--- src/scmc_cfg.svh ---
// Register offsets, field positions, reset values and timing counts of the mode-control block
`ifndef SCMC_CFG_SVH
`define SCMC_CFG_SVH
`define SCMC_OFF_MODE0     4'h0
`define SCMC_OFF_MODE1     4'h1
`define SCMC_OFF_MODE2     4'h2
`define SCMC_OFF_CTRL      4'h3
`define SCMC_OFF_BUF       4'h4
`define SCMC_M0_RXE        5
`define SCMC_M0_TB8        7
`define SCMC_M1_IDLE       7
`define SCMC_M1_DPX_HI     6
`define SCMC_M1_DPX_LO     5
`define SCMC_M1_TXE        4
`define SCMC_M1_GAP_HI     3
`define SCMC_M1_GAP_LO     1
`define SCMC_M2_TBEMP      7
`define SCMC_M2_RX_BUFFER_FULL      6
`define SCMC_M2_TXRUN      5
`define SCMC_M2_STOP_BIT_LENGTH      4
`define SCMC_M2_ORDER      3
`define SCMC_M2_DOUBLE_BUFFER_ENABLE       2
`define SCMC_CR_OVERRUN_ERROR       4
`define SCMC_CR_PARITY_UNDERRUN_ERROR       3
`define SCMC_CR_FRAMING_ERROR       2
`define SCMC_CR_IOC        0
`define SCMC_M2_RESET      8'h80
`define SCMC_SRST_FIRST    2'h1
`define SCMC_SRST_SECOND   2'h2
`define SCMC_SRST_DELAY    2'h2
`define SCMC_STOP_TWO      4'h2
`define SCMC_STOP_ONE      4'h1
`endif

--- src/scmc_pkg.sv ---
// Types shared by the mode-control block
package scmc_pkg;
  typedef enum logic [1:0] {
    SCMC_IO     = 2'h0,
    SCMC_UART7  = 2'h1,
    SCMC_UART8  = 2'h2,
    SCMC_UART9  = 2'h3
  } scmc_mode_t;
  typedef enum logic [1:0] {
    SCMC_DPX_OFF  = 2'h0,
    SCMC_DPX_RX   = 2'h1,
    SCMC_DPX_TX   = 2'h2,
    SCMC_DPX_FULL = 2'h3
  } scmc_dpx_t;
  typedef enum logic [3:0] {
    SCMC_TX_IDLE  = 4'h1,
    SCMC_TX_SHIFT = 4'h2,
    SCMC_TX_STOP  = 4'h4,
    SCMC_TX_GAP   = 4'h8
  } scmc_tx_t;
endpackage

--- src/scmc_mode_control.sv ---
// Mode control, buffering and software reset of one serial channel
//
// The address map and the Avalon-MM register port were left to the implementer.
`timescale 1ns/1ps
`include "scmc_cfg.svh"
module scmc_mode_control #(
  parameter int GAP_MAX = 64
) (
  input  wire logic        clk,
  input  wire logic        sys_rst,
  input  wire logic [3:0]  avs_address,
  input  wire logic        avs_read,
  input  wire logic        avs_write,
  input  wire logic [31:0] avs_writedata,
  output logic      [31:0] avs_readdata,
  output logic             avs_waitrequest,
  input  wire logic        idleMode,
  input  wire logic        bitTick,
  input  wire logic        serialClockPin,
  input  wire logic        rxData,
  input  wire logic        rxStop,
  input  wire logic        rxDone,
  input  wire logic        rxOverrun,
  input  wire logic        rxParity,
  input  wire logic        rxFraming,
  output logic             txLine,
  output logic             txActive
);
  // Registers
  logic [7:0] modeRegZero;
  logic [7:0] modeRegOne;
  logic [5:0] modeCfgTwo;
  logic [7:0] channelControlReg;
  logic       txBufferEmpty;
  logic       rxBufferFull;
  logic       txRunning;
  logic [7:0] txHold;
  logic [7:0] rxHold;
  logic [8:0] rxShift;
  logic [8:0] txShift;
  logic [3:0] txBits;
  logic [3:0] stopLeft;
  logic [6:0] gapLeft;
  logic       txPending;
  logic [1:0] srstArm;
  logic [1:0] srstWait;
  logic       srstGo;
  logic [2:0] pinSync;
  logic       pinLevel;
  logic       pinRise;
  scmc_pkg::scmc_tx_t txState;

  // Decoded controls
  scmc_pkg::scmc_mode_t mode;
  scmc_pkg::scmc_dpx_t  dpx;
  logic isIo;
  logic runEn;
  logic txAllowed;
  logic extClk;
  logic stepTick;
  logic wrAcc;
  logic rdAcc;
  assign mode   = scmc_pkg::scmc_mode_t'(modeRegZero[3:2]);
  assign dpx    = scmc_pkg::scmc_dpx_t'(modeRegOne[`SCMC_M1_DPX_HI:`SCMC_M1_DPX_LO]);
  assign isIo   = (mode == scmc_pkg::SCMC_IO);
  assign extClk = isIo && channelControlReg[`SCMC_CR_IOC];
  assign runEn  = !idleMode || modeRegOne[`SCMC_M1_IDLE];
  // UART ignores duplex for direction; clocked mode needs TX or full
  assign txAllowed = modeRegOne[`SCMC_M1_TXE] && runEn
                   && (!isIo || dpx == scmc_pkg::SCMC_DPX_TX
                       || dpx == scmc_pkg::SCMC_DPX_FULL);
  assign stepTick = runEn && (extClk ? pinRise : bitTick);
  assign wrAcc = avs_write && !avs_waitrequest;
  assign rdAcc = avs_read && !avs_waitrequest;

  // Gap length in serial clocks for a code
  function automatic logic [6:0] gapLen(input logic [2:0] code);
    gapLen = (code == 3'h0) ? 7'h00 : 7'(7'h01 << (code - 3'h1));
  endfunction

  // Bit-order aware next bit of a frame
  function automatic logic pickBit(input logic [8:0] sh, input logic msb,
                                   input logic [3:0] n);
    pickBit = msb ? sh[n - 4'h1] : sh[0];
  endfunction

  // Serial clock pin: three stages, edge when stage two and three agree
  always_ff @(posedge clk) begin
    if (sys_rst) begin
      pinSync <= 3'h0;
    end else begin
      pinSync <= {pinSync[1:0], serialClockPin};
    end
  end

  // Filtered pin level and its rising edge
  always_ff @(posedge clk) begin
    if (sys_rst) begin
      pinLevel <= 1'b0;
      pinRise  <= 1'b0;
    end else begin
      pinRise <= 1'b0;
      if (pinSync[2] == pinSync[1] && pinSync[1] != pinLevel) begin
        pinLevel <= pinSync[1];
        pinRise  <= pinSync[1];
      end
    end
  end

  // Bus slave: one wait cycle per access so answers come from flops
  always_ff @(posedge clk) begin
    if (sys_rst) begin
      avs_waitrequest <= 1'b1;
    end else begin
      avs_waitrequest <= !((avs_read || avs_write) && avs_waitrequest);
    end
  end

  // Read data mux; unmapped offsets read zero
  always_ff @(posedge clk) begin
    if (sys_rst) begin
      avs_readdata <= 32'h0;
    end else if (avs_read && avs_waitrequest) begin
      unique case (avs_address)
        `SCMC_OFF_MODE0: avs_readdata <= {24'h0, modeRegZero};
        `SCMC_OFF_MODE1: avs_readdata <= {24'h0, modeRegOne};
        `SCMC_OFF_MODE2: avs_readdata <= {24'h0, txBufferEmpty, rxBufferFull, txRunning,
                                          modeCfgTwo[`SCMC_M2_STOP_BIT_LENGTH:`SCMC_M2_DOUBLE_BUFFER_ENABLE],
                                          2'h0};
        `SCMC_OFF_CTRL:  avs_readdata <= {24'h0, channelControlReg};
        `SCMC_OFF_BUF:   avs_readdata <= {24'h0, rxHold};
        default:         avs_readdata <= 32'h0;
      endcase
    end
  end

  // Soft reset: 01 then 10 arms a two-clock delay
  always_ff @(posedge clk) begin
    if (sys_rst) begin
      srstArm  <= 2'h0;
      srstWait <= 2'h0;
      srstGo   <= 1'b0;
    end else begin
      srstGo <= 1'b0;
      if (srstWait != 2'h0) begin
        srstWait <= srstWait - 2'h1;
        srstGo   <= (srstWait == 2'h1);
      end
      if (wrAcc && avs_address == `SCMC_OFF_MODE2) begin
        srstArm <= avs_writedata[1:0];
        if (srstArm == `SCMC_SRST_FIRST && avs_writedata[1:0] == `SCMC_SRST_SECOND) begin
          srstWait <= `SCMC_SRST_DELAY;
        end
      end
    end
  end

  // Mode registers; soft reset drops both enables
  always_ff @(posedge clk) begin
    if (sys_rst) begin
      modeRegZero <= 8'h00;
      modeRegOne  <= 8'h00;
      modeCfgTwo  <= 6'h00;
    end else begin
      if (wrAcc && avs_address == `SCMC_OFF_MODE0) modeRegZero <= avs_writedata[7:0];
      if (wrAcc && avs_address == `SCMC_OFF_MODE1) modeRegOne <= {avs_writedata[7:1], 1'b0};
      if (wrAcc && avs_address == `SCMC_OFF_MODE2) modeCfgTwo <= avs_writedata[5:0];
      if (srstGo) begin
        modeRegZero[`SCMC_M0_RXE] <= 1'b0;
        modeRegOne[`SCMC_M1_TXE]  <= 1'b0;
      end
    end
  end

  // Control register; error flags set-wins over read clear
  always_ff @(posedge clk) begin
    if (sys_rst) begin
      channelControlReg <= 8'h00;
    end else begin
      if (wrAcc && avs_address == `SCMC_OFF_CTRL) begin
        channelControlReg[7:5] <= avs_writedata[7:5];
        channelControlReg[1:0] <= avs_writedata[1:0];
      end
      if (rdAcc && avs_address == `SCMC_OFF_CTRL) channelControlReg[4:2] <= 3'h0;
      if (srstGo) channelControlReg[4:2] <= 3'h0;
      if (rxDone && runEn && modeRegZero[`SCMC_M0_RXE]) begin
        if (rxOverrun) channelControlReg[`SCMC_CR_OVERRUN_ERROR] <= 1'b1;
        if (rxParity)  channelControlReg[`SCMC_CR_PARITY_UNDERRUN_ERROR] <= 1'b1;
        if (rxFraming || !rxStop) channelControlReg[`SCMC_CR_FRAMING_ERROR] <= 1'b1;
      end
    end
  end

  // Receive shift register gathers bits; order per mode
  always_ff @(posedge clk) begin
    if (sys_rst || srstGo) begin
      rxShift <= 9'h000;
    end else if (stepTick && modeRegZero[`SCMC_M0_RXE]) begin
      rxShift <= (isIo && modeCfgTwo[3]) ? {rxShift[7:0], rxData}
                                           : {rxData, rxShift[8:1]};
    end
  end

  // Receive double buffer: always used for UART and external clock
  always_ff @(posedge clk) begin
    if (sys_rst || srstGo) begin
      rxHold       <= 8'h00;
      rxBufferFull <= 1'b0;
    end else begin
      if (rdAcc && avs_address == `SCMC_OFF_MODE2) rxBufferFull <= 1'b0;
      if (rxDone && runEn && modeRegZero[`SCMC_M0_RXE]) begin
        rxHold <= rxShift[7:0];
        if (modeCfgTwo[2] || !isIo || extClk) rxBufferFull <= 1'b1;
      end
    end
  end

  // Transmit holding register and empty flag; write clears, move sets only with double buffering enabled
  always_ff @(posedge clk) begin
    if (sys_rst || srstGo) begin
      txHold        <= 8'h00;
      txPending     <= 1'b0;
      txBufferEmpty <= 1'b1;
    end else begin
      if (txState == scmc_pkg::SCMC_TX_IDLE && txPending && txAllowed) begin
        txPending     <= 1'b0;
        txBufferEmpty <= modeCfgTwo[2];
      end
      if (wrAcc && avs_address == `SCMC_OFF_BUF) begin
        txHold        <= avs_writedata[7:0];
        txPending     <= 1'b1;
        txBufferEmpty <= 1'b0;
      end
    end
  end

  // Transmit engine; clearing enable lets the frame finish
  always_ff @(posedge clk) begin
    if (sys_rst || srstGo) begin
      txState   <= scmc_pkg::SCMC_TX_IDLE;
      txShift   <= 9'h1FF;
      txBits    <= 4'h0;
      stopLeft  <= 4'h0;
      gapLeft   <= 7'h00;
      txRunning <= 1'b0;
      txLine    <= 1'b1;
      txActive  <= 1'b0;
    end else begin
      unique case (txState)
        scmc_pkg::SCMC_TX_IDLE: begin
          txLine <= 1'b1;
          if (txPending && txAllowed) begin
            txState   <= scmc_pkg::SCMC_TX_SHIFT;
            txRunning <= 1'b1;
            txActive  <= 1'b1;
            unique case (mode)
              scmc_pkg::SCMC_IO:    begin txShift <= {1'b1, txHold}; txBits <= 4'h8; end
              scmc_pkg::SCMC_UART7: begin txShift <= {txHold, 1'b0}; txBits <= 4'h8; end
              scmc_pkg::SCMC_UART8: begin txShift <= {txHold, 1'b0}; txBits <= 4'h9; end
              scmc_pkg::SCMC_UART9: begin txShift <= {txHold, 1'b0}; txBits <= 4'hA; end
            endcase
          end
        end
        scmc_pkg::SCMC_TX_SHIFT: if (stepTick) begin
          txLine <= pickBit(txShift, isIo && modeCfgTwo[3], txBits);
          // Ninth data bit enters behind the start bit, so it leaves last
          txShift <= (isIo && modeCfgTwo[`SCMC_M2_ORDER]) ? txShift
                   : {(txBits == 4'hA) ? modeRegZero[`SCMC_M0_TB8] : 1'b1,
                      txShift[8:1]};
          txBits  <= txBits - 4'h1;
          if (txBits == 4'h1) begin
            stopLeft <= isIo ? 4'h0
                      : (modeCfgTwo[4] ? `SCMC_STOP_TWO : `SCMC_STOP_ONE);
            txState  <= isIo ? scmc_pkg::SCMC_TX_GAP : scmc_pkg::SCMC_TX_STOP;
            gapLeft  <= (isIo && !extClk && (modeCfgTwo[2] || txPending))
                      ? gapLen(modeRegOne[`SCMC_M1_GAP_HI:`SCMC_M1_GAP_LO]) : 7'h00;
          end
        end
        scmc_pkg::SCMC_TX_STOP: if (stepTick) begin
          txLine   <= 1'b1;
          stopLeft <= stopLeft - 4'h1;
          if (stopLeft == 4'h1) txState <= scmc_pkg::SCMC_TX_GAP;
        end
        scmc_pkg::SCMC_TX_GAP: begin
          if (gapLeft == 7'h00) begin
            txState   <= scmc_pkg::SCMC_TX_IDLE;
            txRunning <= 1'b0;
            txActive  <= 1'b0;
          end else if (stepTick) begin
            gapLeft <= gapLeft - 7'h01;
          end
        end
        default: txState <= scmc_pkg::SCMC_TX_IDLE;
      endcase
    end
  end
endmodule

--- config.mk ---
export PLATFORM = sky130hd
export DESIGN_NAME = scmc_mode_control
export DESIGN_NICKNAME = d
export VERILOG_FILES = /design/src/scmc_pkg.sv /design/src/scmc_mode_control.sv
export VERILOG_INCLUDE_DIRS = /design/src
export SDC_FILE = /design/constraint.sdc
export NUM_CORES = 1
export LEC_CHECK = 0
export ABC_AREA = 1
export BUFFER_PORTS_ARGS = -buffer_cell sky130_fd_sc_hd__buf_2
export CAP_MARGIN = 20
export CORE_MARGIN = 2
export CORE_UTILIZATION = 40
export CTS_CLUSTER_SIZE = 12
export DETAILED_ROUTE_END_ITERATION = 10
export GPL_TIMING_DRIVEN = 0
export SLEW_MARGIN = 5
export SYNTH_ARGS = -nofsm -noshare
export SYNTH_HDL_FRONTEND = slang
export SYNTH_SLANG_ARGS = --single-unit
export TNS_END_PERCENT = 100
--- constraint.sdc ---
create_clock -name clk -period 4.8 [get_ports clk]
set_clock_uncertainty 0.2 [all_clocks]
set_input_delay 0.48 -clock clk [delete_from_list [all_inputs] [get_ports clk]]
set_output_delay 0.48 -clock clk [all_outputs]
set_load 0.02 [all_outputs]
* After elaboration in Yosys (flattened, before gate mapping) *
Cells that the tools add are included.

storage, ports and cells
  bits in registers = 129
  logic and storage cells = 190

operators by class
  shift operators = 1
  $add $sub $neg = 5
  multiplexer cells = 59
  reduce and logical (&&, ||, !) cells = 64
  magnitude comparators = 1
  equal/unequal tests = 30
  bitwise gates (word level) = 2

operator list
  operator                                              count
  2-to-1 mux 4 bit                                      12
  2-to-1 mux 7 bit                                      6
  one-hot mux 8 bit (5 select lines)                    1
  2-to-1 mux 9 bit                                      4
  one-hot mux 9 bit (2 select lines)                    2
  logical AND 1 bit                                     26
  2-to-1 mux 1 bit                                      18
  equality test 4 x 1 -> 1 bit (second input constant)  4
  inequality test 2 bit (second input constant)         8
  one-hot mux 4 bit (2 select lines)                    2
  one-hot mux 4 bit (4 select lines)                    1
  one-hot mux 7 bit (2 select lines)                    1
  equality test 4 x 2 -> 1 bit (second input constant)  3
  one-hot mux 4 bit (3 select lines)                    1
  nonzero test 2 bit                                    6
  equality test 2 bit (second input constant)           5
  2-to-1 mux 2 bit                                      5
  logical OR 1 bit                                      9
  2-to-1 mux 3 bit                                      3
  AND reduction 3 bit                                   3
  equality test 4 x 3 -> 1 bit (second input constant)  2
  equality test 4 bit (second input constant)           2
  AND reduction 4 bit                                   2
  OR reduction 2 bit                                    4
  other kinds (23)                                      32

* Longest topological paths before layout *
  depth in word-level cells = 9
  gate-level depth with buffers = 13

* Worst setup path after synthesis *
No wires, ideal clock.

  path type = register to register
  start = register txBits[0]
  end = register txLine
  path buffers = 0
  setup time = 0.112 ns
  stages on the path, launching flop included = 9
  required time = 4.488 ns
  path slack = 3.093 ns
  data arrival time = 1.395 ns
  path through = dfxtp_1 -> inv_1 -> ha_1 -> nand2_1 -> nor3_1 -> a211oi_1 -> nand2_1 -> nand2_1 -> nand2_1

on the way
  longest elaborated chain between the ends = 6

RTL lines
  item                                    line                      RTL
  start, declared                         scmc_mode_control.sv:41   logic [3:0] txBits;
  start signal, assigned                  scmc_mode_control.sv:270  txBits <= txBits - 4'h1;
  subtractor 4 x 1 -> 4 bit               scmc_mode_control.sv:84   pickBit = msb ? sh[n - 4'h1] : sh[0];
  binary-select mux 1 bit (select 4 bit)  scmc_mode_control.sv:84
  2-to-1 mux 1 bit (implied by the code)  scmc_mode_control.sv:84
  2-to-1 mux 1 bit                        scmc_mode_control.sv:84
  2-to-1 mux 1 bit                        scmc_mode_control.sv:264  scmc_pkg::SCMC_TX_SHIFT: if (stepTick) begin
  one-hot mux 1 bit (3 select lines)      scmc_mode_control.sv:249  unique case (txState)
  end signal, assigned                    scmc_mode_control.sv:265  txLine <= pickBit(txShift, isIo && modeCfgTwo[3], txBits);
  end, declared                           scmc_mode_control.sv:26   output logic txLine,

No other way between the ends. The select of a mux whose other input is x is not followed.
A chain may end at the register's enable or synchronous reset.

* Worst setup path after layout *
Ends and elaborated chain as after synthesis.

==> results.cfg <==
[timing]
worst_slew_pin_slew_ns = 0.558
min_period_ns = 2.01
fin_setup_tns_ns = 0
max-slew-margin-rel_pct = 62.6
fmax_mhz = 498
final-max-slew-violation-count = 0
finalSetupViolations = 0
rsz0062_at_grt = false
setup_ws_ns = 2.79
period_share_pct = 41.9
hold_viol = 0

[cells_and_area]
regArea_mm2 = 0.00206
nNetsFinal = 881
syn_to_final_growth_pct = 14.9
antenna_cells = 0
fill_cells = 1310
drive_gt1_share_pct = 13.6
multiInputGateArea_mm2 = 0.00259

[synth]
syn_area_mm2 = 0.00521
ys_async_sr_fraction_pct = 0
synth_commonest_cells = 183 x nand2_1, 103 x dfxtp_1, 87 x inv_1
synth_top_area_share_pct = 39.6
post_synth_num_cell_types = 38
synth-edff-count = 0
yosysWarnings = 0
synth_cells = 756
ys_seq_area_share_pct = 39.6
ys_seq_elements = 103
yosysTopAreaCell = dfxtp_1
synth.most_common_cell = nand2_1
avgSynthCellArea_um2 = 6.89
yosys-top-cells-area = dfxtp_1 40%, nand2_1 13%, o21ai_0 7.6%, inv_1 6.3%, a21oi_1 6.1%
synth_top_flop_cell = dfxtp_1

[critical_path]
path_cells = inv_1 > ha_1 > xor2_1 > inv_1 > a211oi_1 > nand2_1 > nand2_1 > nand2_1
r2r_end = txLine$_SDFFE_PP1P_
setup.worst_path.start = txBits[0]$_SDFFE_PP0P_
path_max_fanout = 9
endpoint = txLine$_SDFFE_PP1P_
worstReg2RegStart = txBits[0]$_SDFFE_PP0P_
cp_slowest_stage_delay_ns = 0.49
path_common_cell = nand2_1
worstPathArrival_ns = 2.06
ff2ff_path_depth = 8
end_kind = register
r2r_slack_ns = 2.79
cp_slowest_cell = dfxtp_1
criticalPathCategory = register to register
start_kind = register
worstPathRequired_ns = 4.85

[power_and_ir_drop]
p_total_uw = 1720
ir_drop_mv = 0.160
power_density_mw_per_mm2 = 288
p_leak_uw = 0.00253

[cts]
worstSkewPairLatency_ns = 0.36
cts_made_buffers = 9
cts-root-buf = clkbuf_16
postCtsSetupBuffers = 0
cts_tree = built
cts_resized = 0
h-tree-depth = 3
ctsHoldBuffers = 0
clock-sinks = 103
clk_pin_slew_worst_paths_ns = 0.07
cts_buffer_depth = 2

[grt]
grt_use_total_pct = 19.7
antenna_found_initial = 0
gr-total-overflow = 0
grt_pass1_wl_um = 22100
grt_pass1_vias = 4529
grt_max_degree = 17

[outcome]
status = completed

[floorplan]
dieArea_mm2 = 0.0139
io_pins = 84
die_x_um = 118
chipHeight_um = 118
start_util_pct = 41.1
num_rows = 41
core_mm2 = 0.0127

[placement]
portBuffers = 35
place_ws_ns = 2.58
routabilityCongestion = 0.859
place_hpwl_um = 10200

[hold_path]
worstHoldPathType = input port to register
hold_start = serialClockPin

[drt]
postRouteAntennaNets = 0
first_pass_iters = 5
route.detailed.drc = 0
drt_first_iter_violations = 313
wl_per_cell_um = 13.3
drt-total-wl_um = 13300
vias_per_cell = 4.92
vias = 4926

[run]
cap_violations = 0
-- critical path: cells and delay by family, from the launching register on --
family                   cells  cell delay [ns]
flip-flops                   1             0.49
buffers and inverters        2             0.29
adder cells (fa/ha/maj)      1             0.25
XOR/XNOR                     1             0.25
AND/OR/NAND/NOR              3             0.23
AO/OA/AOI/OAI                1             0.21
-- sequential cells by signal, indices dropped and copies added, names as in the netlist, 2 cells and up --
signal	flops
rxHold	8
srstWait	2
txHold	8
txState	4
pinSync	3
modeCfgTwo	4
channelControlReg	8
modeRegZero	8
avs_readdata	8
txBits	4
stopLeft	4
txShift	9
rxShift	9
modeRegOne	7
gapLeft	7
-- through the flow --
stage	std cells	utilization [%]	area, µm²	hold slack, ns
final	1001	47.2	5980	0.146
after global routing	1001	47.2	5980	0.157
after CTS	1001	47.2	5980	0.138
after detailed placement	986	44.9	5680	0.196
after global placement	986	44.9	5680	0.191
after floorplan	779	-	5290	0.188
-- kinds of logic after synthesis --
group,count (synthesis),synth area share [%]
buffers and inverters,139,12.2
other,1,0.0720
AND/OR/NAND/NOR,330,28.3
XOR/XNOR,4,0.673
flip-flops,103,39.6
AO/OA/AOI/OAI,172,17.4
adder cells (fa/ha/maj),7,1.68
-- worst min-delay path by stage --
stage                                      end  slack (ns)  cells after the start
global route        avs_waitrequest$_SDFF_PP1_        0.16                      2
global placement         pinSync[1]$_SDFF_PP0_        0.19                      2
CTS                      pinSync[0]$_SDFF_PP0_        0.14                      3
finish                   pinSync[0]$_SDFF_PP0_        0.15                      3
detailed placement       pinSync[1]$_SDFF_PP0_        0.20                      2
floorplan                pinSync[1]$_SDFF_PP0_        0.19                      2
-- report_power, final --
group | leakage (µW) | total [µW] | switching, µW | internal (µW)
Clock | 0.000142 | 749 | 330 | 419
Combinational | 0.00156 | 109 | 74.3 | 35.1
Sequential | 0.000831 | 862 | 3.64 | 859
-- cell usage in the layout (no fill, tap or decap), drive strengths merged, types with 2 or more instances in the layout --
| master | Yosys | layout |
|---|---|---|
| a31oi | 12 | 12 |
| dfxtp | 103 | 103 |
| nand4 | 9 | 9 |
| nand2 | 189 | 189 |
| ha | 7 | 7 |
| clkbuf | 10 | 21 |
| inv | 93 | 94 |
| buf | 35 | 70 |
| o22ai | 5 | 5 |
| conb | 1 | 24 |
| o211ai | 3 | 3 |
| nand3 | 50 | 50 |
| a211oi | 2 | 2 |
| nor2 | 68 | 68 |
| nor3 | 12 | 12 |
| a21oi | 63 | 63 |
| o21ai | 83 | 83 |
| xor2 | 3 | 3 |
| clkinv | 1 | 2 |
-- routing by layer --
metal,up-vias,routed length [µm],track usage (%)
met4,0,487,10.6
met3,30,570,2.96
met2,125,6000,31.1
li1,2561,-,-
met5,-,0,0
met1,2210,6280,25.7
-- layout make-up --
cell class	count	area share (%)
flip-flops and latches	103	34.5
clock buffers	11	4.06
plain buffers	45	4.75
inverters	94	5.90
clock inverters	4	0.921
well taps	172	3.60
multi-input cells	537	43.4
repair buffers	35	2.93
No activity file was read; power rests on OpenSTA's default activity.
